`src/core/ssl_pkg.sv`:
```
// Shared constants and types for the sensor supervisor logic
package ssl_pkg;
   localparam int SSL_CLK_HZ = 125000000;
   localparam int SSL_SEQ_HZ = 200000;
   localparam int SSL_SEQ_DIV = SSL_CLK_HZ / SSL_SEQ_HZ;
   localparam int SSL_TEST_HZ = 24;
   localparam int SSL_TEST_HALF_TICKS = SSL_SEQ_HZ / (2 * SSL_TEST_HZ);
   localparam int SSL_START_TICKS = 1000;
   localparam int SSL_DIV_W = 10;
   localparam int SSL_CNT_W = 16;
   localparam int SSL_OUT_W = 12;
   localparam logic [SSL_OUT_W-1:0] SSL_OUT_MID = 12'h800;
   localparam logic [SSL_OUT_W-1:0] SSL_OUT_TEST_STEP = 12'h0C0;
   localparam logic [SSL_OUT_W-1:0] SSL_OUT_RESET = 12'h800;

   typedef enum logic [1:0] {
      SSL_ST_POWER_LOW,
      SSL_ST_STARTUP,
      SSL_ST_RUN
   } ssl_state_type;

   typedef struct packed {
      logic [SSL_OUT_W-1:0] pos;
      logic [SSL_OUT_W-1:0] neg;
   } ssl_diff_type;
endpackage

```
`src/core/ssl_supervisor.sv`:
```
// Power-good, reset, overload and self-test supervision of the readout
`timescale 1ns/10ps
`default_nettype none
module ssl_supervisor
   import ssl_pkg::*;
#(
   parameter int START_TICKS = SSL_START_TICKS,
   parameter int TEST_HALF_TICKS = SSL_TEST_HALF_TICKS
)
(
   input wire logic clock,
   input wire logic rst,
   input wire logic supply_above_threshold,
   input wire logic ext_reset_n,
   input wire logic selftest_request,
   input wire logic overload_detect,
   input wire logic [SSL_OUT_W-1:0] accel_sample,
   output logic power_good,
   output logic error_flag,
   output logic readout_reset,
   output logic [SSL_OUT_W-1:0] diff_out_pos,
   output logic [SSL_OUT_W-1:0] diff_out_neg
);
   ssl_state_type state_q;
   ssl_state_type state_d;
   logic tick;
   logic hold_cause;
   logic [SSL_CNT_W-1:0] start_cnt_q;
   logic [SSL_CNT_W-1:0] test_cnt_q;
   logic test_phase_q;
   logic power_good_q;
   logic error_q;
   ssl_diff_type out_q;
   ssl_diff_type out_d;

   ssl_tick_gen ssl_tick_gen_i
   (
      .clock(clock),
      .rst(rst),
      .tick(tick)
   );

   // Any cause that voids the outputs restarts the sequence from scratch
   assign hold_cause = !ext_reset_n || overload_detect;

   always_comb
   begin
      state_d = state_q;
      unique case (state_q)
         SSL_ST_POWER_LOW:
            if (supply_above_threshold)
            begin
               state_d = SSL_ST_STARTUP;
            end
         SSL_ST_STARTUP:
            if (!supply_above_threshold)
            begin
               state_d = SSL_ST_POWER_LOW;
            end
            else if (!hold_cause && tick && start_cnt_q == SSL_CNT_W'(START_TICKS - 1))
            begin
               state_d = SSL_ST_RUN;
            end
         SSL_ST_RUN:
            if (!supply_above_threshold)
            begin
               state_d = SSL_ST_POWER_LOW;
            end
            else if (hold_cause)
            begin
               state_d = SSL_ST_STARTUP;
            end
      endcase
   end

   always_ff @(posedge clock)
   begin
      if (rst)
      begin
         state_q <= SSL_ST_POWER_LOW;
      end
      else
      begin
         state_q <= state_d;
      end
   end

   // Count is held at zero while any cause persists, so overload keeps restarting
   always_ff @(posedge clock)
   begin
      if (rst)
      begin
         start_cnt_q <= '0;
      end
      else if (state_q != SSL_ST_STARTUP || hold_cause)
      begin
         start_cnt_q <= '0;
      end
      else if (tick)
      begin
         start_cnt_q <= start_cnt_q + 1'b1;
      end
   end

   always_ff @(posedge clock)
   begin
      if (rst)
      begin
         power_good_q <= 1'b0;
      end
      else
      begin
         power_good_q <= supply_above_threshold;
      end
   end

   always_ff @(posedge clock)
   begin
      if (rst)
      begin
         error_q <= 1'b1;
      end
      else
      begin
         error_q <= (state_d != SSL_ST_RUN) || hold_cause;
      end
   end

   // Square wave runs on the tick only while requested, starting from phase zero; the host must hold the part still
   always_ff @(posedge clock)
   begin
      if (rst)
      begin
         test_cnt_q <= '0;
         test_phase_q <= 1'b0;
      end
      else if (!selftest_request)
      begin
         test_cnt_q <= '0;
         test_phase_q <= 1'b0;
      end
      else if (tick)
      begin
         if (test_cnt_q == SSL_CNT_W'(TEST_HALF_TICKS - 1))
         begin
            test_cnt_q <= '0;
            test_phase_q <= !test_phase_q;
         end
         else
         begin
            test_cnt_q <= test_cnt_q + 1'b1;
         end
      end
   end

   always_comb
   begin
      out_d.pos = accel_sample;
      out_d.neg = SSL_OUT_W'(SSL_OUT_MID - (accel_sample - SSL_OUT_MID));
      if (selftest_request)
      begin
         if (test_phase_q)
         begin
            out_d.pos = accel_sample + SSL_OUT_TEST_STEP;
            out_d.neg = out_d.neg - SSL_OUT_TEST_STEP;
         end
         else
         begin
            out_d.pos = accel_sample - SSL_OUT_TEST_STEP;
            out_d.neg = out_d.neg + SSL_OUT_TEST_STEP;
         end
      end
      // Next state, so outputs turn valid in the very cycle the error flag falls
      if (!ext_reset_n || state_d != SSL_ST_RUN)
      begin
         out_d.pos = SSL_OUT_RESET;
         out_d.neg = SSL_OUT_RESET;
      end
   end

   always_ff @(posedge clock)
   begin
      if (rst)
      begin
         out_q <= '{pos: SSL_OUT_RESET, neg: SSL_OUT_RESET};
      end
      else
      begin
         out_q <= out_d;
      end
   end

   assign power_good = power_good_q;
   assign error_flag = error_q;
   assign readout_reset = (state_q != SSL_ST_RUN);
   assign diff_out_pos = out_q.pos;
   assign diff_out_neg = out_q.neg;

   chk_pg_follows: assert property (@(posedge clock) disable iff (rst)
      !supply_above_threshold |=> !power_good) else $error("power good high below threshold");
   chk_pg_low_err: assert property (@(posedge clock) disable iff (rst)
      !power_good |-> error_flag) else $error("error low while power good low");
   chk_brownout_restart: assert property (@(posedge clock) disable iff (rst)
      (state_q == SSL_ST_RUN && !supply_above_threshold) |=> state_q == SSL_ST_POWER_LOW)
      else $error("brownout missed");
   chk_err_startup: assert property (@(posedge clock) disable iff (rst)
      (state_q != SSL_ST_RUN) |-> error_flag) else $error("error low before startup done");
   chk_reset_mid: assert property (@(posedge clock) disable iff (rst)
      !ext_reset_n |=> (diff_out_pos == SSL_OUT_RESET && diff_out_neg == SSL_OUT_RESET
      && error_flag)) else $error("reset not forcing midscale");
   chk_overload_err: assert property (@(posedge clock) disable iff (rst)
      overload_detect |=> error_flag && readout_reset) else $error("overload not flagged");
   chk_overload_hold: assert property (@(posedge clock) disable iff (rst)
      (overload_detect && state_q == SSL_ST_STARTUP) |=> start_cnt_q == '0)
      else $error("startup advanced during overload");
   chk_test_idle: assert property (@(posedge clock) disable iff (rst)
      !selftest_request |=> !test_phase_q) else $error("self test phase while idle");
   chk_test_step: assert property (@(posedge clock) disable iff (rst)
      (state_d == SSL_ST_RUN && selftest_request && test_phase_q)
      |=> diff_out_pos == $past(accel_sample) + SSL_OUT_TEST_STEP)
      else $error("self test step missing");
   chk_run_err_low: assert property (@(posedge clock) disable iff (rst)
      (state_q == SSL_ST_RUN && !hold_cause && supply_above_threshold) |=> !error_flag)
      else $error("error high in run");

   cov_reach_run: cover property (@(posedge clock) disable iff (rst) state_q == SSL_ST_RUN);
   cov_brownout: cover property (@(posedge clock) disable iff (rst)
      state_q == SSL_ST_RUN ##1 state_q == SSL_ST_POWER_LOW);
   cov_overload: cover property (@(posedge clock) disable iff (rst)
      state_q == SSL_ST_RUN && overload_detect);
   cov_selftest: cover property (@(posedge clock) disable iff (rst)
      state_q == SSL_ST_RUN && $rose(test_phase_q));
endmodule
`default_nettype wire

```
`src/core/ssl_tick_gen.sv`:
```
// Divider that turns the system clock into the 200 kHz sequencing tick
`timescale 1ns/10ps
`default_nettype none
module ssl_tick_gen
   import ssl_pkg::*;
(
   input wire logic clock,
   input wire logic rst,
   output logic tick
);
   logic [SSL_DIV_W-1:0] div_q;

   always_ff @(posedge clock)
   begin
      if (rst)
      begin
         div_q <= '0;
      end
      else if (div_q == SSL_DIV_W'(SSL_SEQ_DIV - 1))
      begin
         div_q <= '0;
      end
      else
      begin
         div_q <= div_q + 1'b1;
      end
   end

   assign tick = (div_q == SSL_DIV_W'(SSL_SEQ_DIV - 1));

   chk_tick_period: assert property (@(posedge clock) disable iff (rst)
      tick |=> !tick [*8]) else $error("tick repeats too soon");
endmodule
`default_nettype wire

```
`config.mk`:
```
export PLATFORM = sky130hd
export DESIGN_NAME = ssl_supervisor
export DESIGN_NICKNAME = d
export VERILOG_FILES = /design/src/core/ssl_pkg.sv /design/src/core/ssl_supervisor.sv /design/src/core/ssl_tick_gen.sv
export SDC_FILE = /design/constraint.sdc
export NUM_CORES = 1
export LEC_CHECK = 0
export BUFFER_PORTS_ARGS = -buffer_cell sky130_fd_sc_hd__buf_2
export CELL_PAD_IN_SITES_DETAIL_PLACEMENT = 1
export CELL_PAD_IN_SITES_GLOBAL_PLACEMENT = 2
export CORE_UTILIZATION = 25
export CTS_CLUSTER_SIZE = 14
export DETAILED_ROUTE_END_ITERATION = 10
export PLACE_DENSITY = 0.6
export SYNTH_ARGS = -nofsm -noshare
export SYNTH_HDL_FRONTEND = slang
export SYNTH_SLANG_ARGS = --single-unit
```
`constraint.sdc`:
```
create_clock -name clock -period 3.25 [get_ports clock]
set_input_delay 0.325 -clock clock [delete_from_list [all_inputs] [get_ports clock]]
set_output_delay 0.325 -clock clock [all_outputs]
set_load 0.03 [all_outputs]
```
# Yosys cells after proc, flatten, opt, wreduce, memory -nomap -nowiden
# Cells that the tools add are included.
word_totals:
  reg_bits: 71
  word_cells: 51
classes:
  addsub: 9
  eq_ne: 8
  n_mux: 9
  bitwise: 1
  reduce_logical: 15
ops:
  columns: ["cell", "n"]
  rows:
  - ["2-to-1 mux 24 bit", 2]
  - ["adder 16 x 1 -> 16 bit, second input constant", 2]
  - ["adder 12 x 8 -> 12 bit, second input constant", 2]
  - ["subtractor 12 x 8 -> 12 bit, second input constant", 2]
  - ["equality test 16 x 10 -> 1 bit, second input constant", 1]
  - ["equality test 16 x 13 -> 1 bit, second input constant", 1]
  - ["2-to-1 mux 16 bit", 1]
  - ["subtractor 12 bit, first input constant", 1]
  - ["subtractor 12 bit, second input constant", 1]
  - ["adder 10 x 1 -> 10 bit, second input constant", 1]
  - ["equality test 10 bit, second input constant", 1]
  - ["2-to-1 mux 2 bit", 5]
  - ["OR reduction 2 bit", 4]
  - ["case mux 2 bit (3 select lines)", 1]
  - ["logical OR 1 bit", 4]
  - ["!= test 2 bit, second input constant", 2]
  - ["logical NOT 1 bit", 3]
  - ["equality test 2 x 1 -> 1 bit, second input constant", 1]
  - ["equality test 2 bit, second input constant", 1]
  - ["logical AND 1 bit", 2]
  - ["logical NOT 2 bit", 1]
  - ["!= test 2 x 1 -> 1 bit, second input constant", 1]
  - ["AND reduction 2 bit", 1]
  - ["inverter 1 bit", 1]

# Longest topological paths before layout
logic_depth:
  ltp_word: 11
  mapped_depth: 13

# Cells and area by module
# A second synthesis with hierarchy kept.
hier_totals:
  cells_unflattened: 388
  hier_area_um2: 3480.8
modules_own_cells:
  columns: ["mod", "instances", "cells_each", "area_each_um2"]
  rows:
  - ["ssl_supervisor", 1, 335, 3004.1]
  - ["ssl_tick_gen", 1, 53, 476.7]

# Least setup slack after synthesis
# OpenSTA, ideal clock, no wires.
synth_timing:
  kind: "input -> register"
  start: "input accel_sample[3]"
  end: "register out_q (netlist bit diff_out_neg[11])"
  setup_time_ps: 145
  arrival_ps: 2551
  t_required_ps: 3105
  slack_ps: 554
  stages: 11
  n_path_buf: 0
  cell_sequence: "nor4_1 nand3_1 nor4_1 xnor2_1 ha_1 nand4_1 a211oi_1 nor4_1 xnor2_1 and3_1 o21ai_0"
synth_between:
  elab_chain_len: 5
  word_cells_on_any_way: 6
  classes_between: "4 x add/sub; 2 x mux"
synth_rtl:
  columns: ["element", "line_no", "text"]
  rows:
  - ["from (decl)", "ssl_supervisor.sv:17", "input wire logic [SSL_OUT_W-1:0] accel_sample,"]
  - ["subtractor 12 bit * (2 in a row)", "ssl_supervisor.sv:159", "out_d.neg = SSL_OUT_W'(SSL_OUT_MID - (accel_sample - SSL_OUT_MID));"]
  - ["adder 12 x 8 -> 12 bit or subtractor 12 x 8 -> 12 bit (tied branches)", "ssl_supervisor.sv:170, ssl_supervisor.sv:165", null]
  - ["2-to-1 mux 24 bit", "ssl_supervisor.sv:162", "if (test_phase_q)"]
  - ["2-to-1 mux 24 bit *", "ssl_supervisor.sv:160", "if (selftest_request)"]
  - ["to (signal assigned)", "ssl_supervisor.sv:185", "out_q <= '{pos: SSL_OUT_RESET, neg: SSL_OUT_RESET};"]
  - ["to (signal assigned)", "ssl_supervisor.sv:189", "out_q <= out_d;"]
  - ["to (decl)", "ssl_supervisor.sv:33", "ssl_diff_type out_q;"]
# Mark *: on every way between the ends. The rest lies on a longest branch, timed or not.
# A chain may end at the register's enable or synchronous reset.

# Worst setup path in the final report
# Same ends and word-level chain as after synthesis.

==> impl_metrics.tcl <==
set metrics [dict create \
    drc 0 \
    relSlewSlack_pct 51.80 \
    tightest_slew_ns 0.7229 \
    dieWidth_um 120.9 \
    cts_made_buffers 9 \
    rows 43 \
    rsz0062_at_grt "no" \
    dp_hpwl_um 6302 \
    fmax_ghz 0.3641 \
    globalplace.congestion 0.7673 \
    cp-end-kind "flip-flop" \
    syn_area_per_cell_um2 8.786 \
    ys_top_cells_by_area "dfxtp_1 40%, xnor2_1 7.9%, nor2_1 7.3%" \
    synth_top_area_share_pct 39.67 \
    wl_um 8558 \
    ir_drop_v 0.0001700 \
    status "finished, final reports clean" \
    ys_ff_latch 70 \
    fin_nets 482 \
    slew_viol_final 0 \
    hold_violations 0 \
    cts_root_buf "clkbuf_16" \
    clk_latency_ns 0.33 \
    path_class "primary input to flip-flop" \
    setup_viol 0 \
    grtUsageTotal_pct 12.74 \
    multi_input_area_mm2 0.001991 \
    syn-num-nets 438 \
    hold_buffers 0 \
    crit_arrival_ns 2.92 \
    overflow 0 \
    drive_gt1_share_pct 16.22 \
    hp-class "primary input to flip-flop" \
    ant_nets 0 \
    antenna_found_initial 0 \
    synthToLayoutAreaGrowth_pct 19.41 \
    regArea_mm2 0.001401 \
    drt_iter0_drc 87 \
    period_share_pct 84.50 \
    die_h_um 120.9 \
    finClkSkew_ns 0.005531 \
    clkTransAtPathRegs_ns 0.06 \
    cts_tree "built" \
    via_count 2877 \
    finish.utilization_pct 30.50 \
    synthCells 402 \
    leakagePower_nw 1.596 \
    nFillCells 1618 \
    routedWlPerCell_um 13.58 \
    antenna_cells 0 \
    cts_resized 0 \
    fp.coreArea_mm2 0.01383 \
    critPathMaxFanout 7 \
    worstPathRequired_ns 3.42 \
    synth_seq_area_share_pct 39.67 \
    period_needed_ns 2.746 \
    yosys.area.top_type "dfxtp_1" \
    start_util_pct 25.55 \
    cts.htree.levels 3 \
    die_area_mm2 0.01461 \
    vias_per_cell 4.567 \
    synth-edff-count 0 \
    syn_area_mm2 0.003532 \
    cap_violations 0 \
    synth_ff_type "dfxtp_1" \
    grt_max_degree 20 \
    io_pins 45 \
    async_reset_ff_share_pct 0 \
    cts_setup_buffers 0 \
    yosys_warnings 0 \
    clk_path_buf_depth 2 \
    port_buffers 44 \
    cts_sinks 70 \
    fin_setup_tns_ns 0 \
    synth.distinct_cells 45 \
    crit_path_start_kind "primary input" \
    grt_pass1_wl_um 14460 \
    dr.pass1.iters 4 \
    grt_pass1_vias 2914 \
    p_per_area_mw_per_mm2 467.5 \
]
critical path: stages:
cell and delay (ns):
buf_2 0.13, nor4_1 0.41, buf_4 0.21, nand2_1 0.11, nor3_1 0.20, xnor2_1 0.18, ha_1 0.35, nand4_1 0.13
a211oi_1 0.06, nor4_1 0.37, xnor2_1 0.19, and3_1 0.17, o21ai_0 0.07
cells in the mapped netlist, types with 5 or more instances:
| library cell | count |
|---|---|
| dfxtp_1 | 70 |
| nor2_1 | 69 |
| xnor2_1 | 32 |
| xor2_1 | 24 |
| nand2_1 | 21 |
| inv_1 | 18 |
| nand4_1 | 17 |
| ha_1 | 16 |
| nand3_1 | 16 |
| a21oi_1 | 13 |
| nor4_1 | 10 |
| and2_1 | 9 |
| and3_1 | 9 |
| clkbuf_1 | 8 |
| o21ai_0 | 7 |
| mux2i_1 | 5 |
| nor3_1 | 5 |
cell usage in the layout, fill, tap and decap left out, drive strengths merged, types with 3 or more instances in the layout:
cell type   n
clkbuf     11
ha         16
mux2i       5
nand3      16
xor2       24
nor4       12
nor3b       4
nor2       70
dfxtp      70
or3b        3
and3        9
nand2      21
or3         3
nand2b      4
a21o        4
and2        9
buf        47
xnor2      32
inv        18
a211oi      4
nor3        9
o21ai       7
nand4      17
a21oi      13
worst paths after layout:
| path | start | to | slack (ns) | cells past startpoint |
|---|---|---|---|---|
| setup / recovery | accel_sample[3] | diff_out_neg[11]$_SDFF_PP1_ | 0.50 | 13 |
| hold / removal | overload_detect | error_flag$_SDFF_PP1_ | 0.21 | 2 |
| setup reg to reg | ssl_tick_gen_i.div_q[2]$_SDFF_PP0_ | test_cnt_q[10]$_SDFFE_PP0P_ | 0.66 | 5 |
| hold reg to reg | ssl_tick_gen_i.div_q[0]$_SDFF_PP0_ | ssl_tick_gen_i.div_q[0]$_SDFF_PP0_ | 0.47 | 1 |
layer usage:
metal | GRT usage (%) | wire [µm] | up-vias
li1 | - | - | 1455
met2 | 19.36 | 3924 | 33
met4 | 5.170 | 93 | 0
met3 | 3.712 | 234 | 6
met1 | 16.79 | 4306 | 1383
met5 | 0 | 0 | -
where the power goes:
group / internal [mW] / switching (mW)
Sequential: 0.863 / 0.00548
Clock: 0.608 / 0.372
Combinational: 0.0510 / 0.0718
stage by stage:
step	area (µm²)	total power [mW]	hold slack (ns)	setup WS [ns]	cells
2_1_floorplan	3532	0.9713	0.3941	0.5537	402
5_1_grt	4218	2.059	0.2078	0.3254	630
3_3_place_gp	3928	1.010	0.4623	0.2359	615
4_1_cts	4218	2.007	0.2045	0.4879	630
3_5_place_dp	3928	1.012	0.4618	0.1458	615
6_report	4218	1.972	0.2104	0.5037	630
registers in the layout (all words and copies together) (netlist names):
register and flops:
state_q 2, error_flag 1, diff_out_neg 11, test_cnt_q 16
start_cnt_q 16, diff_out_pos 12, power_good 1, ssl_tick_gen_i.div_q 10
test_phase_q 1
cell families after synthesis:
family,count (synthesis),synth area share (%)
DFF,70,39.67
adders and majority gates,18,6.801
buffers and inverters,32,3.967
xor gates and xnor gates,56,13.89
muxes,6,1.736
AOI/OAI and AO/OA,33,5.951
and+or+nand+nor,187,27.98
final cells by class:
type,count,area share (%)
Inverter,18,1.602
Clock buffer,11,5.755
Sequential cell,70,33.22
Multi-Input combinational cell,300,47.20
Tap cell,180,5.340
Timing Repair Buffer,47,5.755
Clock inverter,4,1.127
Note: power is estimated with default switching activity, not from simulation.
